==> config.mk <==
export PLATFORM = sky130hd
export DESIGN_NAME = ifc_top
export DESIGN_NICKNAME = d
export VERILOG_FILES = /design/src/hdl/ifc_pkg.sv /design/src/hdl/ifc_event_detect.sv /design/src/hdl/ifc_top.sv
export VERILOG_INCLUDE_DIRS = /design/src /design/src/hdl
export SDC_FILE = /design/constraint.sdc
export NUM_CORES = 1
export LEC_CHECK = 0
export BUFFER_PORTS_ARGS = -buffer_cell sky130_fd_sc_hd__buf_4
export CORE_ASPECT_RATIO = 1.5
export CORE_MARGIN = 2
export CORE_UTILIZATION = 35
export CTS_CLUSTER_SIZE = 40
export DETAILED_ROUTE_END_ITERATION = 8
export PLACE_DENSITY = 0.74
export SYNTH_ARGS = -nofsm -noshare
export SYNTH_HDL_FRONTEND = slang
export SYNTH_SLANG_ARGS = --single-unit
export TNS_END_PERCENT = 50
==> constraint.sdc <==
create_clock -name I_CLK_SYS -period 1.1 [get_ports I_CLK_SYS]
set_input_delay 0.165 -clock I_CLK_SYS [delete_from_list [all_inputs] [get_ports I_CLK_SYS]]
set_output_delay 0.165 -clock I_CLK_SYS [all_outputs]
set_load 0.005 [all_outputs]
==> src/hdl/ifc_regs.svh <==
// register offsets, field positions, reset values and vector addresses
`ifndef IFC_REGS_SVH
`define IFC_REGS_SVH

// zero-page special function window
`define IFC_SFR_LO     16'h00c0
`define IFC_SFR_HI     16'h00ff
`define IFC_PAGE_ZERO  8'h00

// register offsets inside page zero
`define IFC_OFF_ENABLE 8'hc2
`define IFC_OFF_STATUS 8'hc3

// reset values
`define IFC_ENABLE_RST 7'h00
`define IFC_STATUS_RST 8'h00
`define IFC_RDATA_RST  8'h00

// field positions, shared by enable and status; watchdog bit seven is in status only
`define IFC_BIT_RTC    0
`define IFC_BIT_SUPPLY 1
`define IFC_BIT_PORT   2
`define IFC_BIT_TM0    3
`define IFC_BIT_DIV    4
`define IFC_BIT_TM1    5
`define IFC_BIT_TM2    6
`define IFC_BIT_WDT    7
`define IFC_SRC_NUM    7

// service routine vector bytes at the top of memory
`define IFC_VEC_LO     16'hfffe
`define IFC_VEC_HI     16'hffff
`define IFC_VEC_IDLE   16'h0000

// port width
`define IFC_PORT_W     8

`endif

==> src/hdl/ifc_pkg.sv <==
// types shared by the interrupt flag controller
package ifc_pkg;

  // vector fetch sequencer states
  typedef enum {
    VEC_IDLE,
    VEC_LO,
    VEC_HI
  } ifc_vec_state_e;

  typedef logic [7:0]  ifc_byte_t;
  typedef logic [15:0] ifc_addr_t;

endpackage

==> src/hdl/ifc_event_detect.sv <==
// edge detection of port and supply inputs, packed into one event vector
`timescale 1ns/1ns
`include "ifc_regs.svh"

module ifc_event_detect (
  // clock and reset
  input  wire logic                    i_clk_sys,
  input  wire logic                    i_resetn,
  // pulse sources
  input  wire logic                    i_tm0,
  input  wire logic                    i_tm1,
  input  wire logic                    i_tm2,
  input  wire logic                    i_div,
  input  wire logic                    i_rtc,
  input  wire logic                    i_wdt,
  // level sources
  input  wire logic [`IFC_PORT_W-1:0]  i_port_pin,
  input  wire logic [`IFC_PORT_W-1:0]  i_port_in_mode,
  input  wire logic                    i_supply,
  // packed events
  output ifc_pkg::ifc_byte_t           o_event
);

  // =====================================================
  // history of the sampled levels
  // =====================================================
  logic [`IFC_PORT_W-1:0] port_prev_ff;
  logic                   supply_prev_ff;
  logic                   primed_ff;
  logic [`IFC_PORT_W-1:0] port_fall;
  logic                   port_falling_edge_event;
  logic                   secondary_supply_edge_event;

  // primed blocks a false edge on the first sample after reset
  always_ff @(posedge i_clk_sys or negedge i_resetn) begin
    if (!i_resetn) begin
      primed_ff <= 1'b0;
    end else begin
      primed_ff <= 1'b1;
    end
  end

  always_ff @(posedge i_clk_sys or negedge i_resetn) begin
    if (!i_resetn) begin
      port_prev_ff   <= '0;
      supply_prev_ff <= 1'b0;
    end else begin
      port_prev_ff   <= i_port_pin;
      supply_prev_ff <= i_supply;
    end
  end

  // =====================================================
  // edge decode
  // =====================================================
  // output pins never raise the port event
  for (genvar g = 0; g < `IFC_PORT_W; g++) begin : g_fall
    assign port_fall[g] = primed_ff & i_port_in_mode[g]
                          & port_prev_ff[g] & ~i_port_pin[g];
  end

  assign port_falling_edge_event     = |port_fall;
  // both directions of the supply status count
  assign secondary_supply_edge_event = primed_ff & (supply_prev_ff ^ i_supply);

  // packed in status bit order
  assign o_event = {i_wdt, i_tm2, i_tm1, i_div, i_tm0,
                    port_falling_edge_event, secondary_supply_edge_event,
                    i_rtc};
endmodule // ifc_event_detect

==> src/hdl/ifc_top.sv <==
// interrupt flag controller: sfr registers, cpu request and vector fetch
`timescale 1ns/1ns
`include "ifc_regs.svh"

// =====================================================
// Notes on behaviour
// - registers answer only inside zero-page sfr window
// - taken request fetches vector bytes fffe, ffff
// - request when latched flag meets its enable
// - taken request blocks until cli or enable write
// - sei blocks pending and new requests
// - enable bit one permits, zero blocks; resets zero
// - falling edge on input port pin sets flag
// - each timer underflow sets its own flag
// - divider tick sets divider flag
// - both supply status edges set supply flag
// - half second rtc tick sets rtc flag
// - enable layout bits six to zero, bit seven unused
// - status read returns flags, watchdog in bit seven
// - writing one to clear bit resets flag
// - status and clear share one address

module ifc_top (
  // clock and reset
  input  wire logic        I_CLK_SYS,
  input  wire logic        I_RESETN,
  // sfr access from the cpu core
  input  wire logic [15:0] I_SFR_ADDR,
  input  wire logic        I_SFR_WR,
  input  wire logic        I_SFR_RD,
  input  wire logic [7:0]  I_SFR_WDATA,
  output logic      [7:0]  O_SFR_RDATA,
  output logic             O_SFR_RVALID,
  // peripheral event pulses
  input  wire logic        I_TIMER_ZERO_UNDERFLOW,
  input  wire logic        I_TIMER_ONE_UNDERFLOW,
  input  wire logic        I_TIMER_TWO_UNDERFLOW,
  input  wire logic        I_DIV_TICK,
  input  wire logic        I_RTC_HALF_SEC_TICK,
  input  wire logic        I_WDT_EVENT,
  // level sources
  input  wire logic [7:0]  I_PORT_PIN,
  input  wire logic [7:0]  I_PORT_INPUT_MODE,
  input  wire logic        I_SECONDARY_SUPPLY_STATUS,
  // cpu core handshake
  input  wire logic        I_CPU_IRQ_TAKEN,
  input  wire logic        I_CPU_CLI,
  input  wire logic        I_CPU_SEI,
  output logic             O_IRQ_REQ,
  output logic             O_IRQ_DISABLED,
  output logic      [15:0] O_VEC_ADDR,
  output logic             O_VEC_FETCH
);

  // =====================================================
  // decode helpers
  // =====================================================
  // whole sfr window, shared by read and write paths
  function automatic logic in_window(input ifc_pkg::ifc_addr_t a);
    return (a >= `IFC_SFR_LO) && (a <= `IFC_SFR_HI);
  endfunction

  // one register inside page zero
  function automatic logic sfr_hit(input ifc_pkg::ifc_addr_t a,
                                   input ifc_pkg::ifc_byte_t off);
    return in_window(a) && (a == {`IFC_PAGE_ZERO, off});
  endfunction

  // =====================================================
  // declarations
  // =====================================================
  logic [`IFC_SRC_NUM-1:0]  enable_ff;
  ifc_pkg::ifc_byte_t       status_ff;
  ifc_pkg::ifc_byte_t       nxt_status;
  ifc_pkg::ifc_byte_t       evt_vec;
  ifc_pkg::ifc_byte_t       clr_mask;
  ifc_pkg::ifc_byte_t       nxt_rdata;
  logic                     nxt_rvalid;
  logic                     wr_enable;
  logic                     wr_clear;
  logic                     rd_enable;
  logic                     rd_status;
  logic                     inhibit_ff;
  logic                     disable_ff;
  logic                     pending;
  logic                     nxt_irq;
  ifc_pkg::ifc_vec_state_e  vec_state_ff;
  ifc_pkg::ifc_vec_state_e  nxt_vec_state;

  // =====================================================
  // event sources
  // =====================================================
  ifc_event_detect u_detect (
    .i_clk_sys      (I_CLK_SYS),
    .i_resetn       (I_RESETN),
    .i_tm0          (I_TIMER_ZERO_UNDERFLOW),
    .i_tm1          (I_TIMER_ONE_UNDERFLOW),
    .i_tm2          (I_TIMER_TWO_UNDERFLOW),
    .i_div          (I_DIV_TICK),
    .i_rtc          (I_RTC_HALF_SEC_TICK),
    .i_wdt          (I_WDT_EVENT),
    .i_port_pin     (I_PORT_PIN),
    .i_port_in_mode (I_PORT_INPUT_MODE),
    .i_supply       (I_SECONDARY_SUPPLY_STATUS),
    .o_event        (evt_vec)
  );

  // =====================================================
  // register access decode
  // =====================================================
  // other sfr addresses belong to other blocks; no answer here
  assign wr_enable = I_SFR_WR && sfr_hit(I_SFR_ADDR, `IFC_OFF_ENABLE);
  assign wr_clear  = I_SFR_WR && sfr_hit(I_SFR_ADDR, `IFC_OFF_STATUS);
  assign rd_enable = I_SFR_RD && sfr_hit(I_SFR_ADDR, `IFC_OFF_ENABLE);
  assign rd_status = I_SFR_RD && sfr_hit(I_SFR_ADDR, `IFC_OFF_STATUS);

  // =====================================================
  // enable register
  // =====================================================
  // bit seven has no storage, writes to it are dropped
  always_ff @(posedge I_CLK_SYS or negedge I_RESETN) begin
    if (!I_RESETN) begin
      enable_ff <= `IFC_ENABLE_RST;
    end else if (wr_enable) begin
      enable_ff <= I_SFR_WDATA[`IFC_SRC_NUM-1:0];
    end
  end

  // =====================================================
  // status flags
  // =====================================================
  // writes only clear; the event term is ored last so a set wins
  always_comb begin
    clr_mask   = wr_clear ? I_SFR_WDATA : `IFC_STATUS_RST;
    nxt_status = (status_ff & ~clr_mask) | evt_vec;
  end

  // flags latch whatever the enables say, masking is downstream
  always_ff @(posedge I_CLK_SYS or negedge I_RESETN) begin
    if (!I_RESETN) begin
      status_ff <= `IFC_STATUS_RST;
    end else begin
      status_ff <= nxt_status;
    end
  end

  // =====================================================
  // read path
  // =====================================================
  // one cycle read latency, data held until the next read
  always_comb begin
    nxt_rdata  = O_SFR_RDATA;
    nxt_rvalid = 1'b0;
    if (rd_enable) begin
      nxt_rdata  = {1'b0, enable_ff};
      nxt_rvalid = 1'b1;
    end else if (rd_status) begin
      nxt_rdata  = status_ff;
      nxt_rvalid = 1'b1;
    end
  end

  always_ff @(posedge I_CLK_SYS or negedge I_RESETN) begin
    if (!I_RESETN) begin
      O_SFR_RDATA  <= `IFC_RDATA_RST;
      O_SFR_RVALID <= 1'b0;
    end else begin
      O_SFR_RDATA  <= nxt_rdata;
      O_SFR_RVALID <= nxt_rvalid;
    end
  end

  // =====================================================
  // request gating
  // =====================================================
  // watchdog bit has no enable, so it never requests
  assign pending = |(status_ff[`IFC_SRC_NUM-1:0] & enable_ff);

  // inhibit set by a taken request; cli or enable store lifts it
  always_ff @(posedge I_CLK_SYS or negedge I_RESETN) begin
    if (!I_RESETN) begin
      inhibit_ff <= 1'b0;
    end else if (I_CPU_CLI || wr_enable) begin
      inhibit_ff <= 1'b0;
    end else if (I_CPU_IRQ_TAKEN) begin
      inhibit_ff <= 1'b1;
    end
  end

  // disable mirrors the cpu interrupt-disable flag
  always_ff @(posedge I_CLK_SYS or negedge I_RESETN) begin
    if (!I_RESETN) begin
      disable_ff <= 1'b0;
    end else if (I_CPU_SEI) begin
      disable_ff <= 1'b1;
    end else if (I_CPU_CLI) begin
      disable_ff <= 1'b0;
    end
  end

  // taken and sei act in their own cycle to avoid a stray repeat
  assign nxt_irq = pending && !inhibit_ff && !disable_ff
                   && !I_CPU_IRQ_TAKEN && !I_CPU_SEI;

  always_ff @(posedge I_CLK_SYS or negedge I_RESETN) begin
    if (!I_RESETN) begin
      O_IRQ_REQ      <= 1'b0;
      O_IRQ_DISABLED <= 1'b0;
    end else begin
      O_IRQ_REQ      <= nxt_irq;
      O_IRQ_DISABLED <= inhibit_ff || disable_ff;
    end
  end

  // =====================================================
  // vector fetch sequencer
  // =====================================================
  // reset outranks this path simply by holding it idle
  always_comb begin
    case (vec_state_ff)
      ifc_pkg::VEC_IDLE: begin
        nxt_vec_state = I_CPU_IRQ_TAKEN ? ifc_pkg::VEC_LO : ifc_pkg::VEC_IDLE;
      end
      ifc_pkg::VEC_LO: begin
        nxt_vec_state = ifc_pkg::VEC_HI;
      end
      ifc_pkg::VEC_HI: begin
        nxt_vec_state = ifc_pkg::VEC_IDLE;
      end
      default: begin
        nxt_vec_state = ifc_pkg::VEC_IDLE;
      end
    endcase
  end

  always_ff @(posedge I_CLK_SYS or negedge I_RESETN) begin
    if (!I_RESETN) begin
      vec_state_ff <= ifc_pkg::VEC_IDLE;
    end else begin
      vec_state_ff <= nxt_vec_state;
    end
  end

  // address and strobe registered from the next state
  always_ff @(posedge I_CLK_SYS or negedge I_RESETN) begin
    if (!I_RESETN) begin
      O_VEC_ADDR  <= `IFC_VEC_IDLE;
      O_VEC_FETCH <= 1'b0;
    end else begin
      case (nxt_vec_state)
        ifc_pkg::VEC_LO: begin
          O_VEC_ADDR  <= `IFC_VEC_LO;
          O_VEC_FETCH <= 1'b1;
        end
        ifc_pkg::VEC_HI: begin
          O_VEC_ADDR  <= `IFC_VEC_HI;
          O_VEC_FETCH <= 1'b1;
        end
        default: begin
          O_VEC_ADDR  <= `IFC_VEC_IDLE;
          O_VEC_FETCH <= 1'b0;
        end
      endcase
    end
  end
endmodule // ifc_top

# == Yosys cells after proc, flatten, opt, wreduce, memory -nomap -nowiden ==
# Cells that the tools add are included.
# word_totals
input_bits,54
register_bits,87
output_inout_bits,28
# op_classes
reduce_logical,24
eq_ne,5
order_cmp,2
muxes,13
bitwise,38
# ops
op,n
$eq A32 B1 Y1 const B,2
$eq A16 B8 Y1 const B,2
$eq A32 B2 Y1 const B,1
$logic_not A32 Y1,1
$pmux W16 S2,1
$and A1 B1 Y1,25
$mux W8,3
$ge A16 B8 Y1 const B,1
$le A16 B8 Y1 const B,1
$logic_and A1 B1 Y1,11
$and A8 B8 Y8,1
$mux W1,8
$not A1 Y1,8
$not A8 Y8,1
$or A8 B8 Y8,1
$reduce_or A8 Y1,1
$and A7 B7 Y7,1
$reduce_or A7 Y1,1
$reduce_bool A2 Y1,3
$logic_not A1 Y1,4
$pmux W2 S2,1
$logic_or A1 B1 Y1,2
$reduce_or A2 Y1,1
$xor A1 B1 Y1,1

# == Depth between registers and ports, before layout ==
# Gate-level depths: netlist of the first run.
# depth
depth_word,8
ltp_mapped,5
depth_no_buf,4

# == By module ==
# Synthesis of the first run repeated with hierarchy kept, for this count alone.
# unflattened
hier_cells,185
area_unflattened_um2,2030.7
# modules_own_cells
module,area_each_um2,instances,seq_area_each_um2,cells_per_inst
ifc_top,1635.3,1,800.8,151
ifc_event_detect,395.4,1,250.2,34

# == Least setup slack after synthesis of the first run ==
# OpenSTA, ideal clock, no wires.
# synth_path
kind,input -> register
from,input I_SFR_ADDR[15]
to,register enable_ff[0]
n_path_buf,0
setup_ns,0.125
t_arrival_ns,1.449
setup_slack_ns,-0.474
stages,4
cell_sequence,nor3_1 nand4_2 nor3b_4 mux2_2
# synth_between
elab_chain_cells,4
elab_cells_between_ends,6
# synth_rtl
element,line,rtl
start: declaration,ifc_top.sv:28,"input wire logic [15:0] I_SFR_ADDR,"
$ge A16 B8 Y1 (no line) / $le A16 B8 Y1 (equally long branches),-,
$logic_and A1 B1 Y1,ifc_top.sv:60,return (a >= `IFC_SFR_LO) && (a <= `IFC_SFR_HI);
$logic_and A1 B1 Y1 (*),ifc_top.sv:66,"return in_window(a) && (a == {`IFC_PAGE_ZERO, off});"
$logic_and A1 B1 Y1 (*),ifc_top.sv:112,"assign wr_enable = I_SFR_WR && sfr_hit(I_SFR_ADDR, `IFC_OFF_ENABLE);"
end signal: assignment,ifc_top.sv:123,enable_ff <= `IFC_ENABLE_RST;
end signal: assignment,ifc_top.sv:125,enable_ff <= I_SFR_WDATA[`IFC_SRC_NUM-1:0];
end: declaration,ifc_top.sv:72,logic [`IFC_SRC_NUM-1:0] enable_ff;
# Every way passes the cells marked *; elsewhere a longest branch is shown, timed or not.
# A chain may end at the register's enable or synchronous reset.

# == Worst setup path after layout of the first run ==
# layout_path
from,input I_SFR_ADDR[12]
to,register enable_ff[1]
# The elaborated chain is that of the path after synthesis.

==> flow_results.xml, run 1 <==
<?xml version="1.0" encoding="UTF-8"?>
<metrics>
  <group name="run_status">
    <metric name="status" unit="">complete, but fails checks</metric>
    <metric name="violations" unit="">negative setup slack</metric>
  </group>
  <group name="power">
    <metric name="clkPwrFrac" unit="">0.297</metric>
    <metric name="power-per-cell-area" unit="nW/um^2">1164</metric>
    <metric name="comb_power_share" unit="">0.233</metric>
    <metric name="vdd_drop_max" unit="uV">632.5</metric>
    <metric name="power_switching_share" unit="">0.2397</metric>
    <metric name="leakagePower" unit="nW">1.459</metric>
    <metric name="internal_power" unit="mW">2.623</metric>
    <metric name="total_switching_power" unit="mW">0.8269</metric>
    <metric name="power.share.sequential" unit="">0.471</metric>
  </group>
  <group name="drt">
    <metric name="wl_met2" unit="mm">2.563</metric>
    <metric name="dr_wl_met3" unit="um">250</metric>
    <metric name="first_drt_iteration_drcs" unit="">18</metric>
    <metric name="drtPass1Iterations" unit="">4</metric>
    <metric name="detail_route.vias_per_cell" unit="">4.647</metric>
    <metric name="detail_route.wl_per_cell" unit="um">14.31</metric>
    <metric name="count_of_antenna_violating_nets_left_after_detailed_routing" unit="">0</metric>
    <metric name="wl" unit="mm">4.537</metric>
    <metric name="route.detailed.drc" unit="">0</metric>
    <metric name="routed-via-count" unit="">1473</metric>
    <metric name="highest_layer_used_for_signal_routing" unit="">met4</metric>
    <metric name="route.layer.met1.wl" unit="mm">1.642</metric>
  </group>
  <group name="yosys">
    <metric name="post_synth_main_area_contributors" unit="">dfrtp_1, mux2_2, buf_4</metric>
    <metric name="synth.most_common_cell" unit="">dfrtp_1</metric>
    <metric name="synth_top_cells_by_count" unit="">dfrtp_1, nand2_1, buf_4</metric>
    <metric name="mappedNetlistNets" unit="">205</metric>
    <metric name="synth_area" unit="sq um">1893</metric>
    <metric name="post-synth-top-area-fraction" unit="">0.5552</metric>
    <metric name="gate_count_post_synth" unit="">150</metric>
    <metric name="synth_enable_flop_cells" unit="">0</metric>
    <metric name="ys.flop_type" unit="">dfrtp_1</metric>
    <metric name="synth.ff_latch_count" unit="">42</metric>
    <metric name="asyncSetResetFlopFracSynth" unit="">1.000</metric>
    <metric name="ys.warnings.count" unit="">0</metric>
    <metric name="synthDistinctLibCells" unit="">33</metric>
    <metric name="synth_top_area_cell" unit="">dfrtp_1</metric>
    <metric name="syn_avg_cell_area" unit="sq um">12.62</metric>
    <metric name="synth_seq_area_share" unit="">0.5552</metric>
  </group>
  <group name="timing">
    <metric name="max-slew-margin-rel" unit="">0.6526</metric>
    <metric name="timing.final.setup_violations" unit="">31</metric>
    <metric name="unrepaired_setup_endpoints_after_global_routing" unit="">true</metric>
    <metric name="worstMarginPinSlew" unit="ns">0.5211</metric>
    <metric name="fin_worst_skew" unit="ns">0.006651</metric>
    <metric name="timing.fmax" unit="MHz">755.9</metric>
    <metric name="report.final.slew_viol_count" unit="">0</metric>
    <metric name="min_period_over_period" unit="">1.203</metric>
    <metric name="period_minus_slack" unit="ns">1.323</metric>
    <metric name="crit_path_setup_slack_layout" unit="ns">-0.2229</metric>
    <metric name="setup_tns" unit="ns">-3.620</metric>
    <metric name="final_hold_viol_count" unit="">0</metric>
  </group>
  <group name="critical_path">
    <metric name="critical_path.max_fanout" unit="">4</metric>
    <metric name="cp-start-kind" unit="">input pin</metric>
    <metric name="critPathArrivalTime" unit="ns">1.50</metric>
    <metric name="worstRegToRegCells" unit="">3</metric>
    <metric name="worst-setup-path-type" unit="">input pin to flip-flop</metric>
    <metric name="reg2reg_slack" unit="ns">-0.04</metric>
    <metric name="cp-end-kind" unit="">flip-flop</metric>
    <metric name="r2r-end" unit="">O_SFR_RDATA[3]$_DFFE_PN0P_</metric>
    <metric name="cp_data_required_time" unit="ns">1.28</metric>
    <metric name="timing.rr.start" unit="">status_ff[3]$_DFF_PN0_</metric>
  </group>
  <group name="grt">
    <metric name="grt_antenna_before_repair" unit="">0</metric>
    <metric name="first_global_vias" unit="">1592</metric>
    <metric name="pin_count_of_the_biggest_net_entering_global_routing" unit="">43</metric>
    <metric name="grt_overflow" unit="">0</metric>
    <metric name="wire_length_of_the_first_global_routing_pass" unit="mm">7.320</metric>
    <metric name="total_routing_resource_utilization_after_global_routing" unit="">0.1605</metric>
  </group>
  <group name="worst_hold_path">
    <metric name="worstHoldPathType" unit="">input pin to flip-flop</metric>
    <metric name="hold-path-endpoint" unit="">inhibit_ff$_DFFE_PN0P_</metric>
    <metric name="worstHoldPathCells" unit="">2</metric>
    <metric name="origin_of_the_worst_min_delay_path" unit="">I_CPU_CLI</metric>
  </group>
  <group name="layout">
    <metric name="layout.area.seq" unit="sq um">1052</metric>
    <metric name="n_antenna_cell" unit="">0</metric>
    <metric name="filler_cell_count" unit="">415</metric>
    <metric name="layout.cell_area.non_filler" unit="sq um">2963</metric>
    <metric name="drive_gt1_frac" unit="">0.5703</metric>
    <metric name="num-nets-final" unit="">303</metric>
    <metric name="multi_input_area" unit="sq um">780.7</metric>
    <metric name="finalCoreUtilization" unit="">0.5736</metric>
    <metric name="flow.area_growth_from_synthesis" unit="%">56.51</metric>
  </group>
  <group name="cts">
    <metric name="ctsRootBufferMaster" unit="">clkbuf_8</metric>
    <metric name="clock-sinks" unit="">42</metric>
    <metric name="h-tree-depth" unit="">2</metric>
    <metric name="clkSlewWorstSetupHoldPaths" unit="ns">0.08</metric>
    <metric name="cts_tree" unit="">built</metric>
    <metric name="number_of_buffers_added_by_the_clock_tree_synthesis_step" unit="">5</metric>
    <metric name="max-clock-path-buffers" unit="">2</metric>
    <metric name="clock_network_latency_to_the_later_pin_of_the_worst_skew_pair" unit="ns">0.29</metric>
  </group>
  <group name="die">
    <metric name="placementRows" unit="">32</metric>
    <metric name="io_pins" unit="">82</metric>
    <metric name="fp.coreArea" unit="sq um">5165</metric>
    <metric name="dieWidth" unit="um">64.05</metric>
    <metric name="fp.dieH" unit="um">94.07</metric>
    <metric name="start_util" unit="">0.3665</metric>
    <metric name="design.die.area" unit="sq um">6025</metric>
  </group>
  <group name="place">
    <metric name="io_buffer_count" unit="">81</metric>
    <metric name="detailedPlace.worstSlack" unit="ns">-0.6120</metric>
    <metric name="dpl_cell_area" unit="sq um">2531</metric>
    <metric name="dp_hpwl" unit="mm">3.185</metric>
    <metric name="place.gp.congestion" unit="">0.7538</metric>
  </group>
  <group name="flow_run">
    <metric name="drv_cap" unit="">0</metric>
  </group>
</metrics>
-- registers in the layout, indices dropped and copies added, names as in the netlist, 2 cells and up --
signal and count:
status_ff 8, u_detect.port_prev_ff 8, enable_ff 7, vec_state_ff 2
O_SFR_RDATA 8
-- critical path, cell delays in order --
cell and delay [ns]:
buf_6 0.09, nor4b_4 0.29, buf_4 0.17, nand4_4 0.09
nor3b_4 0.23, buf_6 0.16, mux2_4 0.30
-- power by group through the flow --
stage                     clock network (mW)  registers [mW]  logic, mW
final                                   1.02            1.62      0.802
after global placement                     0            1.67      0.538
after global routing                    1.12            1.63      0.860
after detailed placement                   0            1.67      0.550
after CTS                               1.06            1.63      0.687
after floorplan                            0            1.67      0.292
-- stage by stage --
| step | hold slack, ns | std cells | power (mW) |
|---|---|---|---|
| floorplan | -0.1306 | 150 | 1.958 |
| global placement | 0.1759 | 291 | 2.207 |
| detailed placement | 0.1786 | 291 | 2.224 |
| CTS | 0.02279 | 316 | 3.377 |
| global route | 0.02713 | 317 | 3.612 |
| finish | 0.04036 | 317 | 3.449 |
-- per-layer routing --
layer | track usage | vias up
met5 | 0 | -
met3 | 0.03837 | 4
met4 | 0.07065 | 0
met2 | 0.3012 | 59
met1 | 0.1652 | 713
li1 | - | 697
-- what timing repair did --
item / 4_1_cts / 5_1_grt
resized for setup: 31 / 18
setup buffers: 6 / 1
hold endpoints to repair: 51 / 0
pin swaps: 6 / 3
setup endpoints to repair: 33 / 40
cloned: 1 / 0
hold buffers: 10 / 0
-- layout by cell type (no fill, tap or decap), types with 2 or more instances in the layout --
| master | instances |
|---|---|
| dlygate4sd3_1 | 10 |
| o21ai_0 | 4 |
| or2_4 | 2 |
| o21ai_1 | 6 |
| nand2b_1 | 6 |
| o22ai_1 | 4 |
| mux2_2 | 7 |
| inv_1 | 5 |
| nor2_1 | 2 |
| clkbuf_8 | 6 |
| nand4_4 | 2 |
| dfrtp_1 | 41 |
| nor3_2 | 2 |
| mux2_4 | 14 |
| buf_4 | 72 |
| nand2_1 | 21 |
| buf_6 | 24 |
-- cells by family (layout without fill, tap and decap cells) --
| family | Yosys count | count (layout) | share of synthesized area |
|---|---|---|---|
| buf+inv | 22 | 120 | 0.07733 |
| mux | 21 | 21 | 0.1388 |
| fa+ha+maj | 1 | 1 | 0.006608 |
| simple gates | 42 | 43 | 0.1481 |
| compound gates | 20 | 20 | 0.06742 |
| other cells | 1 | 1 | 0.001981 |
| xor+xnor | 1 | 1 | 0.004627 |
| flops | 42 | 42 | 0.5552 |
-- worst max path at each step --
stage | startpoint | endpoint | slack, ns | depth (start not counted)
4_1_cts | I_SFR_ADDR[12] | enable_ff[1]$_DFFE_PN0P_ | -0.22 | 7
5_1_grt | I_SFR_ADDR[12] | enable_ff[2]$_DFFE_PN0P_ | -0.27 | 7
3_3_place_gp | I_SFR_ADDR[8] | O_SFR_RDATA[2]$_DFFE_PN0P_ | -0.58 | 5
6_report | I_SFR_ADDR[12] | enable_ff[1]$_DFFE_PN0P_ | -0.22 | 7
3_5_place_dp | I_SFR_ADDR[8] | O_SFR_RDATA[0]$_DFFE_PN0P_ | -0.61 | 5
2_1_floorplan | I_SFR_ADDR[8] | enable_ff[0]$_DFFE_PN0P_ | -0.43 | 4
-- cell type report --
class / instances / area share
well taps: 68 / 0.02872
clock buffers: 6 / 0.02787
multi-input cells: 87 / 0.2635
clock inverters: 2 / 0.004223
flip-flops and latches: 42 / 0.3552
inverters: 5 / 0.006334
repair buffers: 107 / 0.3142
No activity file was read; power rests on OpenSTA's default activity.
==> run 2, diff against run 1 <==
clock period = 1.18 ns   (was 1.1 ns; I/O delays follow)
==> run 2 against run 1 <==
The run still ends with negative setup slack left. Sequential power decreased by 6%. Non-clock buffer count decreased by 3. Via count increased by 0.34%. Hold slack got worse by 0.028 ns. First-iteration DRC count decreased by 17%. Final cell count decreased by 0.95%. Clock skew increased by 0.0026 ns. Combinational power decreased by 31%. Clock power increased by 36%. Global-route usage decreased by 0.25 points. Worst setup slack improved by 0.069 ns. Critical path type unchanged. Highest routed layer unchanged.
==> flow_results.xml, run 2 (synthesis results as in run 1) <==
<?xml version="1.0" encoding="UTF-8"?>
<metrics>
  <group name="timing">
    <metric name="timing.final.setup_violations" unit="">15</metric>
    <metric name="unrepaired_setup_endpoints_after_global_routing" unit="">true</metric>
    <metric name="max-slew-margin-rel" unit="">0.6499</metric>
    <metric name="final_hold_viol_count" unit="">0</metric>
    <metric name="min_period_over_period" unit="">1.130</metric>
    <metric name="fin_worst_skew" unit="ns">0.009212</metric>
    <metric name="timing.fmax" unit="MHz">749.7</metric>
    <metric name="setup_tns" unit="ns">-1.639</metric>
    <metric name="worstMarginPinSlew" unit="ns">0.5252</metric>
    <metric name="crit_path_setup_slack_layout" unit="ns">-0.1539</metric>
    <metric name="period_minus_slack" unit="ns">1.334</metric>
    <metric name="report.final.slew_viol_count" unit="">0</metric>
  </group>
  <group name="run_status">
    <metric name="status" unit="">complete, but fails checks</metric>
    <metric name="violations" unit="">negative setup slack</metric>
  </group>
  <group name="critical_path">
    <metric name="worstRegToRegCells" unit="">2</metric>
    <metric name="slowest_delay" unit="ns">0.30</metric>
    <metric name="cp-end-kind" unit="">flip-flop</metric>
    <metric name="cp.buffers_inverters" unit="">3</metric>
    <metric name="cp_data_required_time" unit="ns">1.36</metric>
    <metric name="r2r-end" unit="">O_IRQ_REQ$_DFF_PN0_</metric>
    <metric name="cp-start-kind" unit="">input pin</metric>
    <metric name="path_depth" unit="">7</metric>
    <metric name="worst-setup-path-type" unit="">input pin to flip-flop</metric>
    <metric name="timing.critical_path.slowest_stage_cell" unit="">mux2_4</metric>
    <metric name="crit_top_cell" unit="">buf_6</metric>
    <metric name="timing.rr.start" unit="">status_ff[5]$_DFF_PN0_</metric>
    <metric name="critPathArrivalTime" unit="ns">1.51</metric>
    <metric name="timing.critical_path.max_delay_family" unit="">simple AND/OR/NAND/NOR gates</metric>
    <metric name="reg2reg_slack" unit="ns">0</metric>
    <metric name="worst_setup_path_endpoint" unit="">enable_ff[4]$_DFFE_PN0P_</metric>
    <metric name="critical_path.max_fanout" unit="">4</metric>
    <metric name="critical_path.cell_chain" unit="">buf_6, nor4_4, buf_4, nand4_4, nor3b_4, buf_6, mux2_4</metric>
    <metric name="timing.critical_path.from" unit="">I_SFR_ADDR[8]</metric>
  </group>
  <group name="place">
    <metric name="dpl_cell_area" unit="sq um">2531</metric>
    <metric name="dpl.cell_count" unit="">291</metric>
    <metric name="dp_hpwl" unit="mm">3.213</metric>
    <metric name="io_buffer_count" unit="">81</metric>
    <metric name="place.gp.congestion" unit="">0.7531</metric>
  </group>
  <group name="grt">
    <metric name="total_routing_resource_utilization_after_global_routing" unit="">0.1580</metric>
    <metric name="pin_count_of_the_biggest_net_entering_global_routing" unit="">43</metric>
    <metric name="first_global_vias" unit="">1595</metric>
    <metric name="grt_overflow" unit="">0</metric>
    <metric name="grtUsageMet3" unit="">0.03717</metric>
    <metric name="wire_length_of_the_first_global_routing_pass" unit="mm">7.258</metric>
    <metric name="groute.layer.met2.usage" unit="">0.2865</metric>
    <metric name="grt_antenna_before_repair" unit="">0</metric>
    <metric name="grt.met1_usage" unit="">0.1629</metric>
    <metric name="globalRoute.busiestLayer" unit="">met2</metric>
  </group>
  <group name="cts">
    <metric name="max-clock-path-buffers" unit="">2</metric>
    <metric name="number_of_buffers_added_by_the_clock_tree_synthesis_step" unit="">5</metric>
    <metric name="cts_tree" unit="">built</metric>
    <metric name="clkSlewWorstSetupHoldPaths" unit="ns">0.08</metric>
    <metric name="clock_network_latency_to_the_later_pin_of_the_worst_skew_pair" unit="ns">0.29</metric>
    <metric name="h-tree-depth" unit="">2</metric>
    <metric name="ctsRootBufferMaster" unit="">clkbuf_8</metric>
    <metric name="clock-sinks" unit="">42</metric>
  </group>
  <group name="layout">
    <metric name="n_antenna_cell" unit="">0</metric>
    <metric name="num-nets-final" unit="">300</metric>
    <metric name="layout.cells.most_common_list" unit="">buf_4, dfrtp_1, nand2_1</metric>
    <metric name="drive_gt1_frac" unit="">0.5732</metric>
    <metric name="layout.cell_area.non_filler" unit="sq um">2917</metric>
    <metric name="most_common_cell_after_layout_fill_and_taps_aside" unit="">buf_4</metric>
    <metric name="flow.area_growth_from_synthesis" unit="%">54.06</metric>
    <metric name="finish.cell_count_without_fillers" unit="">314</metric>
    <metric name="reg.largest.list" unit="">O_SFR_RDATA: 8 flops, status_ff: 8 flops, u_detect.port_prev_ff: 8 flops</metric>
  </group>
  <group name="drt">
    <metric name="route.detailed.drc" unit="">0</metric>
    <metric name="detail_route.wl_per_cell" unit="um">14.22</metric>
    <metric name="count_of_antenna_violating_nets_left_after_detailed_routing" unit="">0</metric>
    <metric name="detail_route.vias_per_cell" unit="">4.707</metric>
    <metric name="routed-via-count" unit="">1478</metric>
    <metric name="drtPass1Iterations" unit="">4</metric>
    <metric name="first_drt_iteration_drcs" unit="">15</metric>
    <metric name="wl" unit="mm">4.464</metric>
  </group>
  <group name="die">
    <metric name="placementRows" unit="">32</metric>
    <metric name="dieWidth" unit="um">64.05</metric>
    <metric name="fp.coreArea" unit="sq um">5165</metric>
    <metric name="start_util" unit="">0.3665</metric>
    <metric name="io_pins" unit="">82</metric>
    <metric name="fp.dieH" unit="um">94.07</metric>
    <metric name="design.die.area" unit="sq um">6025</metric>
  </group>
  <group name="flow_run">
    <metric name="drv_cap" unit="">0</metric>
  </group>
  <group name="power">
    <metric name="power-per-cell-area" unit="nW/um^2">1191</metric>
    <metric name="leakagePower" unit="nW">1.448</metric>
    <metric name="vdd_drop_max" unit="uV">665.2</metric>
  </group>
  <group name="worst_hold_path">
    <metric name="worstHoldPathType" unit="">input pin to flip-flop</metric>
  </group>
</metrics>
==> run 2: cell type report <==
type / count / area, sq um
clock buffers: 6 / 82.58
well taps: 68 / 85.08
fillers: 436 / 2248
inverters: 5 / 18.77
repair buffers: 104 / 833.3
flip-flops and latches: 42 / 1052
clock inverters: 2 / 60.06
multi-input cells: 87 / 784.5
==> run 2: metrics by stage <==
step | util | power [mW] | setup slack (ns) | hold slack (ns)
2_1_floorplan | - | 1.826 | -0.3606 | -0.1186
3_3_place_gp | 0.4901 | 2.057 | -0.5169 | 0.1881
3_5_place_dp | 0.4901 | 2.074 | -0.5397 | 0.1915
4_1_cts | 0.5596 | 3.487 | -0.1544 | 0.0004144
5_1_grt | 0.5647 | 3.611 | -0.2089 | 0.006911
6_report | 0.5647 | 3.473 | -0.1539 | 0.01195
==> run 2: timing repair <==
action,in CTS,in global routing
endpoints found under the setup margin,32,27
setup buffers,6,0
resized for setup,25,8
pin swaps,6,5
hold buffers,8,1
hold endpoints to repair,49,1
gates cloned,1,0
==> run 2: per-layer routing <==
layer,vias up,routed length [um]
li1,693,-
met1,703,1520
met2,70,2457
met3,12,324
met4,0,161
met5,-,0
==> run 2: worst min path at each step <==
stage,startpoint,end,slack (ns),depth (start not counted)
after global placement,I_RESETN,u_detect.port_prev_ff[3]$_DFF_PN0_,0.19,1
after floorplan,I_RESETN,O_IRQ_DISABLED$_DFF_PN0_,-0.12,0
final,I_PORT_PIN[5],u_detect.port_prev_ff[5]$_DFF_PN0_,0.01,1
after detailed placement,I_RESETN,u_detect.port_prev_ff[1]$_DFF_PN0_,0.19,1
after global routing,I_PORT_PIN[5],u_detect.port_prev_ff[5]$_DFF_PN0_,0.007,1
after CTS,I_SECONDARY_SUPPLY_STATUS,u_detect.supply_prev_ff$_DFF_PN0_,0.0004,1
==> run 2: power by group <==
part	switching, mW	internal [mW]	leakage (nW)
Combinational	0.194	0.359	0.869
Clock	0.486	0.902	0.0714
Sequential	0.0462	1.49	0.508
